### src/pkg/rsc_defines.svh
// timing and width constants for the reset strap capture block
`ifndef RSC_DEFINES_SVH
`define RSC_DEFINES_SVH

`define RSC_STRAP_W 8
`define RSC_STRAP_DEFAULT 8'h00
`define RSC_PULL_HOLD_CLKS 4
`define RSC_HOLD_CNT_W 3
`define RSC_HOLD_CNT_ZERO 3'h0
`define RSC_HOLD_CNT_ONE 3'h1

`endif

### src/pkg/rsc_pkg.sv
// types for the reset strap capture block
package rsc_pkg;
  typedef enum logic [1:0] {
    RSC_IN_RESET,
    RSC_PULL_HOLD,
    RSC_RUN
  } rsc_state_t;

  typedef enum logic [3:0] {
    RSC_TAP_RESET,
    RSC_TAP_IDLE,
    RSC_TAP_SEL_DR,
    RSC_TAP_CAP_DR,
    RSC_TAP_SHIFT_DR,
    RSC_TAP_EXIT1_DR,
    RSC_TAP_PAUSE_DR,
    RSC_TAP_EXIT2_DR,
    RSC_TAP_UPD_DR,
    RSC_TAP_SEL_IR,
    RSC_TAP_CAP_IR,
    RSC_TAP_SHIFT_IR,
    RSC_TAP_EXIT1_IR,
    RSC_TAP_PAUSE_IR,
    RSC_TAP_EXIT2_IR,
    RSC_TAP_UPD_IR
  } rsc_tap_state_t;
endpackage

### src/hw/rsc_tap_fsm.sv
// tap controller state tracking with test reset and tms-only reset
`timescale 1ns/1ns
`default_nettype none
module rsc_tap_fsm
  import rsc_pkg::*;
(
  input wire logic clk,
  input wire logic rst,
  input wire logic tck_en,
  input wire logic tms,
  input wire logic trst_n,
  output logic tap_in_reset
);
  rsc_tap_state_t state_q;
  rsc_tap_state_t state_d;

  always_comb begin
    state_d = state_q;
    case (state_q)
      RSC_TAP_RESET: state_d = tms ? RSC_TAP_RESET : RSC_TAP_IDLE;
      RSC_TAP_IDLE: state_d = tms ? RSC_TAP_SEL_DR : RSC_TAP_IDLE;
      RSC_TAP_SEL_DR: state_d = tms ? RSC_TAP_SEL_IR : RSC_TAP_CAP_DR;
      RSC_TAP_CAP_DR: state_d = tms ? RSC_TAP_EXIT1_DR : RSC_TAP_SHIFT_DR;
      RSC_TAP_SHIFT_DR: state_d = tms ? RSC_TAP_EXIT1_DR : RSC_TAP_SHIFT_DR;
      RSC_TAP_EXIT1_DR: state_d = tms ? RSC_TAP_UPD_DR : RSC_TAP_PAUSE_DR;
      RSC_TAP_PAUSE_DR: state_d = tms ? RSC_TAP_EXIT2_DR : RSC_TAP_PAUSE_DR;
      RSC_TAP_EXIT2_DR: state_d = tms ? RSC_TAP_UPD_DR : RSC_TAP_SHIFT_DR;
      RSC_TAP_UPD_DR: state_d = tms ? RSC_TAP_SEL_DR : RSC_TAP_IDLE;
      RSC_TAP_SEL_IR: state_d = tms ? RSC_TAP_RESET : RSC_TAP_CAP_IR;
      RSC_TAP_CAP_IR: state_d = tms ? RSC_TAP_EXIT1_IR : RSC_TAP_SHIFT_IR;
      RSC_TAP_SHIFT_IR: state_d = tms ? RSC_TAP_EXIT1_IR : RSC_TAP_SHIFT_IR;
      RSC_TAP_EXIT1_IR: state_d = tms ? RSC_TAP_UPD_IR : RSC_TAP_PAUSE_IR;
      RSC_TAP_PAUSE_IR: state_d = tms ? RSC_TAP_EXIT2_IR : RSC_TAP_PAUSE_IR;
      RSC_TAP_EXIT2_IR: state_d = tms ? RSC_TAP_UPD_IR : RSC_TAP_SHIFT_IR;
      RSC_TAP_UPD_IR: state_d = tms ? RSC_TAP_SEL_DR : RSC_TAP_IDLE;
      default: state_d = RSC_TAP_RESET;
    endcase
  end

  // test reset forces the reset state; otherwise five tms-high ticks also reach it
  always_ff @(posedge clk) begin
    if (rst || !trst_n) begin
      state_q <= RSC_TAP_RESET;
    end else if (tck_en) begin
      state_q <= state_d;
    end
  end

  assign tap_in_reset = (state_q == RSC_TAP_RESET);

  a_tap_trst_reset: assert property (@(posedge clk) disable iff (rst)
    !trst_n |=> tap_in_reset) else $error("tap not reset by test reset");
  a_tap_tms_reset: assert property (@(posedge clk) disable iff (rst)
    (tck_en && tms) [*5] |-> ##1 tap_in_reset)
    else $error("tap not reset after five tms-high ticks");
endmodule
`default_nettype wire

### src/hw/rsc_strap_capture.sv
// strap capture, strap pad control, soft reset to machine check, tap reset
`timescale 1ns/1ns
`default_nettype none
`include "rsc_defines.svh"
module rsc_strap_capture
  import rsc_pkg::*;
#(
  parameter int STRAP_W = `RSC_STRAP_W,
  parameter int PULL_HOLD_CLKS = `RSC_PULL_HOLD_CLKS,
  parameter logic [`RSC_STRAP_W-1:0] PULLUP_MASK = 8'hFC
)(
  input wire logic CLK,
  input wire logic RST,
  input wire logic HARD_RESET_N,
  input wire logic SOFT_RESET_N,
  input wire logic TRST_N,
  input wire logic TCK_EN,
  input wire logic TMS,
  input wire logic [STRAP_W-1:0] STRAP_I,
  input wire logic [STRAP_W-1:0] FUNC_OUT,
  input wire logic [STRAP_W-1:0] FUNC_OE,
  output logic [STRAP_W-1:0] STRAP_O,
  output logic [STRAP_W-1:0] STRAP_OE,
  output logic [STRAP_W-1:0] STRAP_RX_EN,
  output logic [STRAP_W-1:0] STRAP_PULLUP_EN,
  output logic [STRAP_W-1:0] CFG_NONDEFAULT,
  output logic CFG_VALID,
  output logic MACHINE_CHECK,
  output logic TAP_IN_RESET
);
  // ---------------------------------------------------------------
  // reset phase sequencing
  // ---------------------------------------------------------------
  rsc_state_t state_q;
  rsc_state_t state_d;
  logic [`RSC_HOLD_CNT_W-1:0] hold_q;
  logic [`RSC_HOLD_CNT_W-1:0] hold_d;
  logic [STRAP_W-1:0] cfg_q;
  logic soft_q;
  logic mck_q;

  wire hard_rst = !HARD_RESET_N;
  wire release_now = (state_q == RSC_IN_RESET) && !hard_rst;
  wire hold_done = (hold_q == `RSC_HOLD_CNT_ONE);
  wire in_reset = (state_q == RSC_IN_RESET);
  wire pull_phase = (state_q != RSC_RUN);

  always_comb begin
    state_d = state_q;
    hold_d = hold_q;
    case (state_q)
      RSC_IN_RESET: begin
        if (!hard_rst) begin
          state_d = RSC_PULL_HOLD;
          hold_d = PULL_HOLD_CLKS[`RSC_HOLD_CNT_W-1:0];
        end
      end
      RSC_PULL_HOLD: begin
        hold_d = hold_q - `RSC_HOLD_CNT_ONE;
        if (hold_done) begin
          state_d = RSC_RUN;
        end
      end
      RSC_RUN: state_d = RSC_RUN;
      default: state_d = RSC_IN_RESET;
    endcase
    if (hard_rst) begin
      state_d = RSC_IN_RESET;
      hold_d = `RSC_HOLD_CNT_ZERO;
    end
  end

  always_ff @(posedge CLK) begin
    if (RST) begin
      state_q <= RSC_IN_RESET;
      hold_q <= `RSC_HOLD_CNT_ZERO;
    end else begin
      state_q <= state_d;
      hold_q <= hold_d;
    end
  end

  // ---------------------------------------------------------------
  // strap capture
  // ---------------------------------------------------------------
  // stored inverted so a high (pulled-up) level means default = 0
  always_ff @(posedge CLK) begin
    if (RST) begin
      cfg_q <= `RSC_STRAP_DEFAULT;
    end else if (release_now) begin
      cfg_q <= ~STRAP_I;
    end
  end

  logic valid_q;
  always_ff @(posedge CLK) begin
    if (RST || hard_rst) begin
      valid_q <= 1'b0;
    end else if (release_now) begin
      valid_q <= 1'b1;
    end
  end

  assign CFG_NONDEFAULT = cfg_q;
  assign CFG_VALID = valid_q;

  // ---------------------------------------------------------------
  // pad control
  // ---------------------------------------------------------------
  assign STRAP_RX_EN = {STRAP_W{pull_phase}};
  assign STRAP_PULLUP_EN = {STRAP_W{pull_phase}} & PULLUP_MASK;
  assign STRAP_OE = pull_phase ? '0 : FUNC_OE;
  assign STRAP_O = FUNC_OUT;

  // ---------------------------------------------------------------
  // soft reset to machine check
  // ---------------------------------------------------------------
  always_ff @(posedge CLK) begin
    if (RST) begin
      soft_q <= 1'b0;
      mck_q <= 1'b0;
    end else begin
      soft_q <= !SOFT_RESET_N;
      mck_q <= !SOFT_RESET_N && !soft_q && !in_reset;
    end
  end
  assign MACHINE_CHECK = mck_q;

  // ---------------------------------------------------------------
  // tap controller
  // ---------------------------------------------------------------
  rsc_tap_fsm u_tap (
    .clk(CLK),
    .rst(RST),
    .tck_en(TCK_EN),
    .tms(TMS),
    .trst_n(TRST_N),
    .tap_in_reset(TAP_IN_RESET)
  );

  // ---------------------------------------------------------------
  // checks
  // ---------------------------------------------------------------
  a_rx_on_reset: assert property (@(posedge CLK) disable iff (RST)
    hard_rst |=> (STRAP_RX_EN == '1)) else $error("receiver off during hard reset");
  a_cfg_captured: assert property (@(posedge CLK) disable iff (RST)
    release_now |=> (cfg_q == ~$past(STRAP_I))) else $error("strap not captured");
  a_rx_off_after: assert property (@(posedge CLK) disable iff (RST)
    release_now ##1 (!hard_rst) [*5] |-> (STRAP_RX_EN == '0))
    else $error("receiver still on after capture");
  a_pull_hold_len: assert property (@(posedge CLK) disable iff (RST)
    release_now ##1 (!hard_rst) [*4] |-> (STRAP_PULLUP_EN == PULLUP_MASK) ##1
    (hard_rst || STRAP_PULLUP_EN == '0)) else $error("pull-up window wrong");
  a_out_only_run: assert property (@(posedge CLK) disable iff (RST)
    pull_phase |-> (STRAP_OE == '0)) else $error("strap driven during capture");
  a_soft_mck: assert property (@(posedge CLK) disable iff (RST)
    ($fell(SOFT_RESET_N) && !in_reset && !hard_rst) |=> MACHINE_CHECK ##1 !MACHINE_CHECK)
    else $error("soft reset did not raise one machine check");
  a_soft_no_rst: assert property (@(posedge CLK) disable iff (RST)
    (!SOFT_RESET_N && !hard_rst && state_q == RSC_RUN) |=> (state_q == RSC_RUN))
    else $error("soft reset reset the device");
  a_cfg_stable: assert property (@(posedge CLK) disable iff (RST)
    (valid_q && !hard_rst) |=> $stable(cfg_q)) else $error("config changed");

  c_capture: cover property (@(posedge CLK) release_now);
  c_run: cover property (@(posedge CLK) state_q == RSC_RUN);
  c_mck: cover property (@(posedge CLK) MACHINE_CHECK);
  c_tap_reset: cover property (@(posedge CLK) $rose(TAP_IN_RESET));
endmodule
`default_nettype wire

### config.mk
export PLATFORM = sky130hd
export DESIGN_NAME = rsc_strap_capture
export DESIGN_NICKNAME = d
export VERILOG_FILES = /design/src/pkg/rsc_pkg.sv /design/src/hw/rsc_tap_fsm.sv /design/src/hw/rsc_strap_capture.sv
export VERILOG_INCLUDE_DIRS = /design/src /design/src/pkg
export SDC_FILE = /design/constraint.sdc
export NUM_CORES = 1
export LEC_CHECK = 0
export BUFFER_PORTS_ARGS = -buffer_cell sky130_fd_sc_hd__buf_4
export CAP_MARGIN = 20
export CORE_MARGIN = 10
export CORE_UTILIZATION = 43
export CTS_CLUSTER_DIAMETER = 60
export DETAILED_ROUTE_END_ITERATION = 8
export PLACE_DENSITY = 0.8
export SYNTH_ARGS = -nofsm -noshare
export SYNTH_HDL_FRONTEND = slang
export SYNTH_SLANG_ARGS = --single-unit
### constraint.sdc
create_clock -name CLK -period 2.17 [get_ports CLK]
set_clock_uncertainty 0.2 [all_clocks]
set_input_delay 0.1085 -clock CLK [delete_from_list [all_inputs] [get_ports CLK]]
set_output_delay 0.1085 -clock CLK [all_outputs]
set_load 0.005 [all_outputs]
# After elaboration in Yosys (flattened, before gate mapping)
# Cells that the tools add are included.
# totals
out_inout_bits	43
register_bits	20
input_bits	31
# op_classes
reduce_logical	17
eq_ne	20
addsub	1
n_mux	17
bitwise	2
# op_table
cell	n
4-bit one-hot mux with 12 select lines	1
4-bit == test, second input constant	8
4-bit by 3-bit == test with 1-bit output, second input constant	4
4-bit 2-to-1 mux	4
4-bit by 2-bit == test with 1-bit output, second input constant	2
2-bit 2-to-1 mux	4
8-bit 2-to-1 mux	1
8-bit inverter	1
3-bit 2-to-1 mux	2
2-bit one-hot mux with 3 select lines	1
3-bit one-hot mux with 2 select lines	1
2-bit OR reduction	3
1-bit zero test	5
4-bit by 1-bit == test with 1-bit output, second input constant	1
4-bit zero test	1
2-bit != test, second input constant	2
3-bit by 1-bit == test with 1-bit output, second input constant	1
1-bit logical AND	3
1-bit 2-to-1 mux	3
3-bit OR reduction	1
3-bit by 1-bit subtractor with 3-bit output, second input constant	1
2-bit by 1-bit == test with 1-bit output, second input constant	1
2-bit == test, second input constant	1
2-bit zero test	1
3 further kinds	4

# Longest topological paths before layout
# Gate-level depths: netlist of the first run.
# logic_depth
ltp_word	3
depth_mapped	7
ltp_nobuf	6

# Hierarchy
# From an unflattened synthesis of the first run, not the netlist that was laid out.
# hier_totals
hier_cells	151
hier_area_um2	1350.0
# modules_own_cells
mod	area_each_um2	cells_each	instances
rsc_strap_capture	963.4	105	1
rsc_tap_fsm	386.6	46	1

# Worst setup path before layout of the first run
# Ideal clock, no wire load.
# synth_path
path_type	reg2reg
from	reg state_q[0]
to	reg cfg_q[0], in the netlist CFG_NONDEFAULT[0]
arrival_ps	1227
path_slack_ps	657
required_time_ps	1884
stages_incl_launch_ff	7
setup_time_ps	86
path_cell_list	dfxtp_1 -> inv_1 -> ha_1 -> and2_1 -> buf_6 -> buf_12 -> a211oi_1
# synth_between
elab_chain_len	2
# synth_lines
item	line	text
from (decl)	rsc_strap_capture.sv:34	rsc_state_t state_q;
from (signal assigned)	rsc_strap_capture.sv:78	state_q <= state_d;
2-bit zero test	rsc_strap_capture.sv:43	wire release_now = (state_q == RSC_IN_RESET) && !hard_rst;
1-bit logical AND	rsc_strap_capture.sv:43	
to (signal assigned)	rsc_strap_capture.sv:89	cfg_q <= `RSC_STRAP_DEFAULT;
to (signal assigned)	rsc_strap_capture.sv:91	cfg_q <= ~STRAP_I;
to (decl)	rsc_strap_capture.sv:38	logic [STRAP_W-1:0] cfg_q;
# Every way passes these cells.
# A chain may end at the register's enable or synchronous reset.

# Final worst setup path of the first run
# layout_path
from	reg state_q[0]
to	reg cfg_q[4], in the netlist CFG_NONDEFAULT[4]
# Same word-level chain as after synthesis.

==> results of run 1 <==
==> tightest hold or removal path: stages <==
cell	delay (ns)
buf_4	0.10
nor2b_1	0.16
nand2_1	0.07
a21oi_1	0.04
==> cell families (layout without fill, tap and decap cells) <==
| logic type | after synthesis | in the layout | share of synthesized area, % |
|---|---|---|---|
| AND/OR/NAND/NOR | 43 | 43 | 17.4 |
| XOR/XNOR | 1 | 1 | 0.710 |
| adder cells (fa/ha/maj) | 5 | 5 | 5.07 |
| flip-flops | 20 | 20 | 32.5 |
| other | 1 | 2 | 0.304 |
| multiplexers | 2 | 2 | 1.62 |
| buffers and inverters | 42 | 82 | 22.9 |
| AO/OA/AOI/OAI | 35 | 35 | 19.5 |
==> worst paths after layout <==
check | cells past startpoint | slack (ns) | endpoint | start
worst max-delay path | 5 | 0.19 | CFG_NONDEFAULT[4] | state_q[0]
worst min register to register | 1 | 0.21 | MACHINE_CHECK | soft_q
worst min-delay path | 4 | 0.01 | u_tap.state_q[3] | TRST_N
worst max register to register | 5 | 0.19 | CFG_NONDEFAULT[4] | state_q[0]
==> flip-flops by register name, summed over array words and instances (netlist names) <==
name and count:
CFG_NONDEFAULT 8, CFG_VALID 1, MACHINE_CHECK 1, hold_q 3
soft_q 1, state_q 2, u_tap.state_q 4
==> cells in the final DEF, fill, tap and decap left out, types with 3 or more instances in the layout <==
cell type | netlist | routed
ha_1 | 5 | 5
a211oi_1 | 7 | 7
nor2_1 | 16 | 16
inv_1 | 9 | 9
o21ai_0 | 9 | 9
nand2_1 | 3 | 3
clkbuf_4 | 0 | 3
a21oi_1 | 7 | 7
dfxtp_1 | 20 | 20
buf_4 | 26 | 55
nor3_1 | 3 | 3
dlygate4sd3_1 | 0 | 14
and2_1 | 9 | 9
nor2b_1 | 3 | 3
==> cell type report <==
class	instances	area share, %
repair buffers	69	33.9
well taps	31	2.38
flip-flops and latches	20	24.5
clock buffers	3	1.38
inverters	9	2.07
multi-input cells	88	33.9
clock inverters	1	1.84
==> metal layers <==
layer  vias to the layer above  GRT usage (%)  wire length, um
met5                         -              0                0
met4                         0           5.80               63
met3                        10           3.36              230
met2                        35           22.2             1930
met1                       526           11.4             1130
li1                        561              -                -
==> power breakdown <==
part           total (mW)  leakage, nW  switching (mW)  internal, mW
clock network       0.310       0.0279           0.123         0.187
logic               0.195        0.511          0.0851         0.110
registers           0.406        0.164          0.0161         0.390
total               0.911        0.703           0.224         0.687
==> key figures, run 1 <==
Outcome
  – Status: completed

Min path
  – HP Class: in2reg

Floorplanning
  – Top Ports: 74
  – Die area: 0.00541 sq mm
  – Core area: 0.00276 sq mm
  – Cell Rows: 19
  – Initial Utilization: 44.7%
  – Die Span X: 73.6 um
  – Die height: 73.6 um

Clocking
  – CTS tree: built
  – Root Driver: clkbuf_4
  – Post CTS Setup Buffer Count: 0
  – Post-cts repair resize count: 0
  – Clock Tree Buf Depth: 2
  – Post-CTS Hold Fix Bufs: 14
  – # clock sinks: 20
  – Num CTS Buffers: 3
  – Worst-skew pair later-pin latency: 0.31 ns
  – Worst-path clk slew: 0.12 ns
  – CTS H-Tree Depth: 1

STA
  – Setup tns final: 0 ns
  – Final Hold Fails: 0
  – Max Slew Vio Count: 0
  – Final setup violating endpoints: 0
  – Unrepaired setup endpoints after global routing: false
  – Slew @ Worst Pin: 0.625 ns
  – Final worst setup slack: 0.194 ns
  – Period minus WS final: 1.98 ns
  – Slew headroom: 58.4%
  – Period Utilization, post-route: 91.1%
  – Hold WS: 0.0106 ns
  – Max Freq: 506 MHz

Placement
  – Dpl ws: 0.362 ns
  – Dpl cells: 203
  – DP Area: 0.00144 sq mm
  – Number of port buffers: 55
  – Hpwl dp: 2380 um
  – Routability cong.: 0.846

Critical path
  – Peak fanout along the critical path: 16
  – Slowest-stage cell, CP: and2_1
  – Critical path's largest stage delay: 0.57 ns
  – Crit path capture type: flip-flop
  – Crit path DAT: 2.00 ns
  – Buf/Inv on CP: 1
  – Critical Path RT: 2.20 ns
  – WS Path Type: reg2reg
  – Delay-heaviest family, CP: simple AND/OR/NAND/NOR gates
  – Critical-path cell list: inv_1 > ha_1 > and2_1 > nor2_1 > a211oi_1
  – Crit start category: flip-flop

Synthesis
  – Post-synth EDFFs: 0
  – Share of the synthesized area in the top cell type: 32.5%
  – Count leader, synth: buf_4
  – Synth top area cells: dfxtp_1 32%, buf_4 16%, ha_1 5.1%
  – Post-Syn Area per Cell: 8.28 sq um
  – Async S/R FF share, synth: 0%
  – Sequential fraction of the synthesis area: 32.5%
  – Yosys warns: 0
  – Mapped cell area: 0.00123 sq mm
  – Post-synth top cells: 26 x buf_4, 20 x dfxtp_1, 16 x nor2_1
  – Top FF cell, synth: dfxtp_1
  – Unique cell type count in the Yosys netlist: 34
  – Cell count after synthesis: 149
  – Post-synthesis cell type with the largest combined area: dfxtp_1
  – Post-synthesis register bit count: 20

Finish
  – Area of the multi-input gates: 554 sq um
  – Final instance area: 0.00163 sq mm
  – Final #Nets: 227
  – Post-route insts no fill: 221
  – Antenna diodes: 0
  – Synth-to-Final Area Change: 32.4%
  – Fin util: 59.2%
  – # fillers: 241
  – Reg area: 400 sq um
  – Share of layout cells above drive strength 1: 33.2%

Route
  – Post-route ant nets: 0
  – Aggregate routed wire length: 3360 um
  – Vias: 1,132
  – DRT iter0 DRCs: 63
  – Post-DR wirelength/cell: 15.2 um
  – DR pass1 iterations: 4
  – Post-route DRC: 0
  – Via-to-Cell Ratio: 5.12

Power and ir drop
  – Total power: 911 uW
  – PD cells: 558 mW/mm^2
  – Pleak: 0.703 nW
  – VDD IR max: 0.408 mV

Job
  – Max_cap viols: 0

GRT
  – Largest net degree at the start of global routing: 17
  – Vias in the first global route: 1,105
  – First-pass GRT wire length: 5220 um
  – Initial antenna violation count: 0
  – GRT Total Usage: 11.8%
  – Overflow after GRT: 0
No activity file was read; power rests on OpenSTA's default activity.
==> inputs of run 2 (changes only) <==
--- a/config.mk
+++ b/config.mk
@@ -12,6 +12,7 @@
 export CORE_UTILIZATION = 43
 export CTS_CLUSTER_DIAMETER = 60
 export DETAILED_ROUTE_END_ITERATION = 8
+export GPL_TIMING_DRIVEN = 0
 export PLACE_DENSITY = 0.8
 export SYNTH_ARGS = -nofsm -noshare
 export SYNTH_HDL_FRONTEND = slang
==> run 2 against run 1 <==
  * Cell count up 18%
  * Critical path depth unchanged
  * Count of clock-buffer cells in the layout unchanged
  * Fmax up 3.2%
  * Total power up 6.0%
  * Sequential power about the same
  * Design area up 18%
  * Global-route usage up 1.7 points
  * Largest cell class is now non-clock buffers
==> key figures, run 2 (synthesis gave the netlist of run 1 again) <==
GRT
  – GRT Total Usage: 13.6% (+1.7 points)
  – Largest net degree at the start of global routing: 15 (-2)
  – Initial antenna violation count: 0 (unchanged)
  – Overflow after GRT: 0 (unchanged)
  – Vias in the first global route: 1,273 (+15%)
  – First-pass GRT wire length: 5980 um (+15%)

Power and ir drop
  – Net load switching power: 239 uW (+6.7%)
  – Flop pwr share: 41.8% (-2.8 points)
  – Net Sw Frac: 24.8% (+0.16 points)
  – VDD IR max: 0.428 mV (+4.9%)
  – PD cells: 502 mW/mm^2 (-10%)
  – Power share of the combinational group: 26.0% (+4.6 points)
  – Pleak: 0.879 nW (+25%)
  – Clock Power Share: 32.3% (-1.7 points)
  – Total power: 966 uW (+6.0%)
  – Int Power: 726 uW (+5.8%)

Finish
  – Share of layout cells above drive strength 1: 44.1% (+11 points)
  – Final #Nets: 266 (+17%)
  – Most frequent cells in the layout: 88 x buf_4, 20 x dfxtp_1, 16 x nor2_1
  – Synth-to-Final Area Change: 56.0%
  – Antenna diodes: 0 (unchanged)
  – Leading cell type in the layout, fill and taps excluded: buf_4
  – Largest register FFs: 8 (unchanged)

Floorplanning
  – Top Ports: 74 (unchanged)
  – Die Span X: 73.6 um (unchanged)
  – Die height: 73.6 um (unchanged)
  – Cell Rows: 19 (unchanged)
  – Die area: 0.00541 sq mm (unchanged)
  – Core area: 0.00276 sq mm (unchanged)
  – Initial Utilization: 44.7% (unchanged)

Critical path
  – Slowest-stage cell, CP: dfxtp_1
  – Crit path DAT: 1.61 ns (-0.39 ns)
  – Buf/Inv on CP: 4 (+3)
  – Critical Path RT: 1.86 ns (-0.34 ns)
  – Crit start category: flip-flop
  – Critical path's largest stage delay: 0.37 ns (-0.20 ns)
  – Delay-heaviest family, CP: buffers and inverters
  – Crit path capture type: output pin
  – WS Path Type: reg2out
  – Critical-path cell list: inv_1 > ha_1 > inv_1 > buf_4 > buf_4
  – Peak fanout along the critical path: 14 (-2)

Clocking
  – Worst-skew pair later-pin latency: 0.31 ns (about the same)
  – Clock Tree Buf Depth: 2 (unchanged)
  – Num CTS Buffers: 3 (unchanged)
  – CTS H-Tree Depth: 1 (unchanged)
  – Worst-path clk slew: 0.12 ns (about the same)
  – # clock sinks: 20 (unchanged)
  – Root Driver: clkbuf_4
  – Post CTS Setup Buffer Count: 0 (unchanged)
  – CTS tree: built

Placement
  – Number of port buffers: 62 (+13%)
  – Routability cong.: 0.877 (+3.7%)
  – Hpwl dp: 2940 um (+24%)
  – Dpl ws: 0.492 ns (+0.130 ns)

Route
  – Via-to-Cell Ratio: 4.85 (-5.3%)
  – Met3 Routed Length: 283 um (+23%)
  – Post-route DRC: 0 (unchanged)
  – Post-route ant nets: 0 (unchanged)
  – Post-DR wirelength/cell: 14.8 um (-2.7%)
  – Aggregate routed wire length: 3840 um (+14%)
  – Top routing layer used: met4
  – DR pass1 iterations: 4 (unchanged)
  – Detail Route met2 WL: 2180 um (+13%)
  – DRT iter0 DRCs: 60 (-4.8%)
  – Vias: 1,261 (+11%)
  – Metal-1 WL: 1340 um (+19%)

STA
  – Max Slew Vio Count: 0 (unchanged)
  – Unrepaired setup endpoints after global routing: false
  – Slew @ Worst Pin: 0.500 ns (-0.125 ns)
  – Final Hold Fails: 0 (unchanged)
  – Max Freq: 522 MHz (+3.2%)
  – Final setup violating endpoints: 0 (unchanged)
  – Period Utilization, post-route: 88.2% (-2.8 points)
  – Final worst setup slack: 0.255 ns (+0.0617 ns)
  – Period minus WS final: 1.91 ns (-0.0617 ns)
  – Setup tns final: 0 ns (unchanged)
  – Slew headroom: 66.7% (+8.3 points)

Outcome
  – Status: completed

Min path
  – HP Class: in2reg

Job
  – Max_cap viols: 0 (unchanged)
run 2: per-layer routing:
metal / up-vias / track usage (%)
li1: 639 / -
met3: 5 / 4.44
met5: - / 0
met2: 42 / 25.6
met1: 575 / 13.1
met4: 0 / 5.59
run 2: layout make-up:
class / instances / area [sq um]
repair buffers: 75 / 596
flip-flops and latches: 20 / 400
inverters: 9 / 33.8
clock buffers: 3 / 22.5
well taps: 31 / 38.8
plain buffers: 33 / 249
multi-input cells: 88 / 554
clock inverters: 1 / 30.0
fillers: 228 / 833
run 2: path summary, 6_finish.rpt:
kind / start / endpoint / slack, ns / cells after the start
setup reg to reg: u_tap.state_q[3] / u_tap.state_q[3] / 0.33 / 6
hold reg to reg: soft_q / MACHINE_CHECK / 0.20 / 1
setup / recovery: state_q[0] / STRAP_PULLUP_EN[3] / 0.26 / 5
hold / removal: TRST_N / u_tap.state_q[1] / 0.02 / 4
run 2: through the flow:
step	utilization, %	cells	hold WS [ns]	cell area [sq um]
2_1_floorplan	-	150	-0.0191	1240
3_3_place_gp	63.2	243	0.0776	1740
3_5_place_dp	63.2	243	0.0798	1740
4_1_cts	69.8	260	0.00831	1920
5_1_grt	69.8	260	0.0190	1920
6_report	69.8	260	0.0197	1920
run 2: power groups by stage:
stage | combinational [mW] | clock, mW | sequential (mW)
detailed placement | 0.231 | 0 | 0.410
floorplan | 0.122 | 0 | 0.410
finish | 0.251 | 0.312 | 0.403
CTS | 0.250 | 0.311 | 0.402
global route | 0.276 | 0.332 | 0.406
global placement | 0.220 | 0 | 0.409
run 2: timing repair:
action                                  4_1_cts  5_1_grt
hold buffers                                 13        0
endpoints found under the hold margin        19        0
gates resized for setup                       0        0
endpoints found under the setup margin        0        0
run 2: worst register-to-register path, delay by kind of cell, from the launching register on:
| family | cells | cell delay (ns) |
|---|---|---|
| buffers and inverters | 2 | 0.79 |
| DFF | 1 | 0.38 |
| AOI/OAI and AO/OA | 3 | 0.33 |
| and+or+nand+nor | 1 | 0.06 |
==> inputs of run 3 (changes only) <==
==> constraint.sdc (replaced) <==
create_clock -name CLK -period 1.95 [get_ports CLK]
set_clock_uncertainty 0.2 [all_clocks]
set_input_delay 0.0975 -clock CLK [delete_from_list [all_inputs] [get_ports CLK]]
set_output_delay 0.0975 -clock CLK [all_outputs]
set_load 0.005 [all_outputs]
==> run 3 against run 2 <==
  * Non-clock buffer count rose by 1
  * Combinational power is 12% higher
  * Critical path depth increased by 3
  * Sequential share of layout area down 0.25 points
  * Critical endpoint is now u_tap.state_q[3]
  * Largest cell class unchanged
==> key figures, run 3 (synthesis gave the netlist of run 1 again) <==
Clocking
  – Post CTS Setup Buffer Count: 0 (unchanged)
  – Worst-path clk slew: 0.12 ns (about the same)
  – CTS H-Tree Depth: 1 (unchanged)
  – Num CTS Buffers: 3 (unchanged)
  – Root Driver: clkbuf_4
  – Worst-skew pair later-pin latency: 0.31 ns (about the same)
  – # clock sinks: 20 (unchanged)
  – Clock Tree Buf Depth: 2 (unchanged)
  – CTS tree: built

GRT
  – Largest net degree at the start of global routing: 15 (unchanged)
  – Initial antenna violation count: 0 (unchanged)
  – First-pass GRT wire length: 5980 um (unchanged)
  – Vias in the first global route: 1,273 (unchanged)
  – GRT Total Usage: 13.6% (unchanged)
  – Overflow after GRT: 0 (unchanged)

Critical path
  – Buf/Inv on CP: 4 (unchanged)
  – WS Path Type: in2reg
  – Critical-path cell list: dlygate4sd3_1 > buf_4 > buf_2 > a21oi_1 > a31oi_1 > nand2_1 > dlygate4sd3_1 > a21oi_1
  – Reg2reg setup slack: 0.11 ns (-0.22 ns)
  – CP Depth: 8 (+3)
  – Peak fanout along the critical path: 10 (-4)
  – Delay-heaviest family, CP: buffers and inverters
  – Crit path DAT: 1.92 ns (+0.31 ns)
  – Reg2reg path depth: 6 (unchanged)
  – Critical Path RT: 1.99 ns (+0.13 ns)
  – Critical path's largest stage delay: 0.57 ns (+0.20 ns)
  – Crit path capture type: flip-flop
  – Slowest-stage cell, CP: dlygate4sd3_1
  – Crit start category: primary input

Finish
  – # fillers: 227 (-0.44%)
  – Fin util: 70.6% (+0.86 points)
  – Synth-to-Final Area Change: 57.9%
  – Reg area: 400 sq um (unchanged)
  – Largest register FFs: 8 (unchanged)
  – Antenna diodes: 0 (unchanged)
  – Leading cell type in the layout, fill and taps excluded: buf_4
  – Area of the multi-input gates: 557 sq um (+0.45%)
  – Final #Nets: 268 (+0.75%)
  – Share of layout cells above drive strength 1: 45.0% (+0.92 points)
  – Most frequent cells in the layout: 88 x buf_4, 20 x dfxtp_1, 16 x nor2_1

Job
  – Max_cap viols: 0 (unchanged)

Route
  – Post-DR wirelength/cell: 14.8 um (about the same)
  – Post-route DRC: 0 (unchanged)
  – Via-to-Cell Ratio: 4.85 (about the same)
  – Aggregate routed wire length: 3880 um (+0.86%)
  – DR pass1 iterations: 4 (unchanged)
  – DRT iter0 DRCs: 52 (-13%)
  – Vias: 1,271 (+0.79%)
  – Post-route ant nets: 0 (unchanged)

Min path
  – HP Class: in2reg
  – Cell count of the worst hold path: 4 (unchanged)

Power and ir drop
  – Net Sw Frac: 24.8% (+0.054 points)
  – Net load switching power: 268 uW (+12%)
  – Pleak: 0.882 nW (+0.26%)
  – Clock Power Share: 32.2% (about the same)
  – Power share of the combinational group: 26.2% (+0.2 points)
  – Int Power: 810 uW (+12%)
  – Flop pwr share: 41.6% (-0.2 points)
  – PD cells: 553 mW/mm^2 (+10%)
  – VDD IR max: 0.477 mV (+11%)

STA
  – Max Slew Vio Count: 0 (unchanged)
  – Setup tns final: 0 ns (unchanged)
  – Final setup violating endpoints: 0 (unchanged)
  – Slew @ Worst Pin: 0.500 ns (unchanged)
  – Unrepaired setup endpoints after global routing: false
  – Period minus WS final: 1.87 ns
  – Period Utilization, post-route: 96.1%
  – Max Freq: 533 MHz
  – Final Hold Fails: 0 (unchanged)
  – Slew headroom: 66.7% (unchanged)

Floorplanning
  – Top Ports: 74 (unchanged)
  – Core area: 0.00276 sq mm (unchanged)
  – Die height: 73.6 um (unchanged)
  – Cell Rows: 19 (unchanged)
  – Initial Utilization: 44.7% (unchanged)
  – Die area: 0.00541 sq mm (unchanged)
  – Die Span X: 73.6 um (unchanged)

Placement
  – Hpwl dp: 2940 um (unchanged)
  – Number of port buffers: 62 (unchanged)
  – Routability cong.: 0.877 (unchanged)

Outcome
  – Status: completed
[run 3: cell type report]
cell class / count / area share [%]
plain buffers: 33 / 12.8
flip-flops and latches: 20 / 20.6
repair buffers: 76 / 31.1
multi-input cells: 88 / 28.6
repair inverters: 1 / 0.385
well taps: 31 / 1.99
inverters: 9 / 1.93
clock buffers: 3 / 1.16
clock inverters: 1 / 1.54
[run 3: power by group through the flow]
| stage | registers (mW) | logic [mW] | clock network [mW] |
|---|---|---|---|
| floorplan | 0.457 | 0.136 | 0 |
| global placement | 0.455 | 0.245 | 0 |
| detailed placement | 0.457 | 0.257 | 0 |
| CTS | 0.447 | 0.280 | 0.346 |
| global route | 0.452 | 0.310 | 0.369 |
| finish | 0.449 | 0.282 | 0.347 |
[run 3: repair_timing]
item                                    CTS  global route
endpoints found under the hold margin    19             0
resized for setup                         0             3
endpoints found under the setup margin    0            14
hold buffers                             14             0
[run 3: worst reg2reg max path: stages, from the launching register on]
cell and delay, ns:
dfxtp_1 0.38, buf_2 0.22, a21oi_1 0.06, a31oi_1 0.14
nand2_1 0.06, dlygate4sd3_1 0.57, a21oi_1 0.13
[run 3: stage by stage]
stage	area, sq um	cells	total power, mW	hold slack, ns	setup WS [ns]
floorplan	1240	150	0.592	-0.0301	0.437
global placement	1740	243	0.700	0.0666	0.360
detailed placement	1740	243	0.714	0.0688	0.272
CTS	1930	261	1.07	0.00474	0.0221
global route	1950	262	1.13	0.0442	0.0115
finish	1950	262	1.08	0.00865	0.0753
[run 3: layer usage]
| layer | global-route usage, % | vias to the layer above | wire [um] |
|---|---|---|---|
| li1 | - | 646 | - |
| met1 | 13.1 | 578 | 1360 |
| met2 | 25.6 | 42 | 2210 |
| met3 | 4.44 | 5 | 270 |
| met4 | 5.59 | 0 | 37 |
| met5 | 0 | - | 0 |
[run 3: worst paths after layout]
kind / endpoint / from
setup / recovery: u_tap.state_q[3] / TCK_EN
hold / removal: u_tap.state_q[1] / TRST_N
setup reg to reg: u_tap.state_q[3] / u_tap.state_q[3]
hold reg to reg: MACHINE_CHECK / soft_q
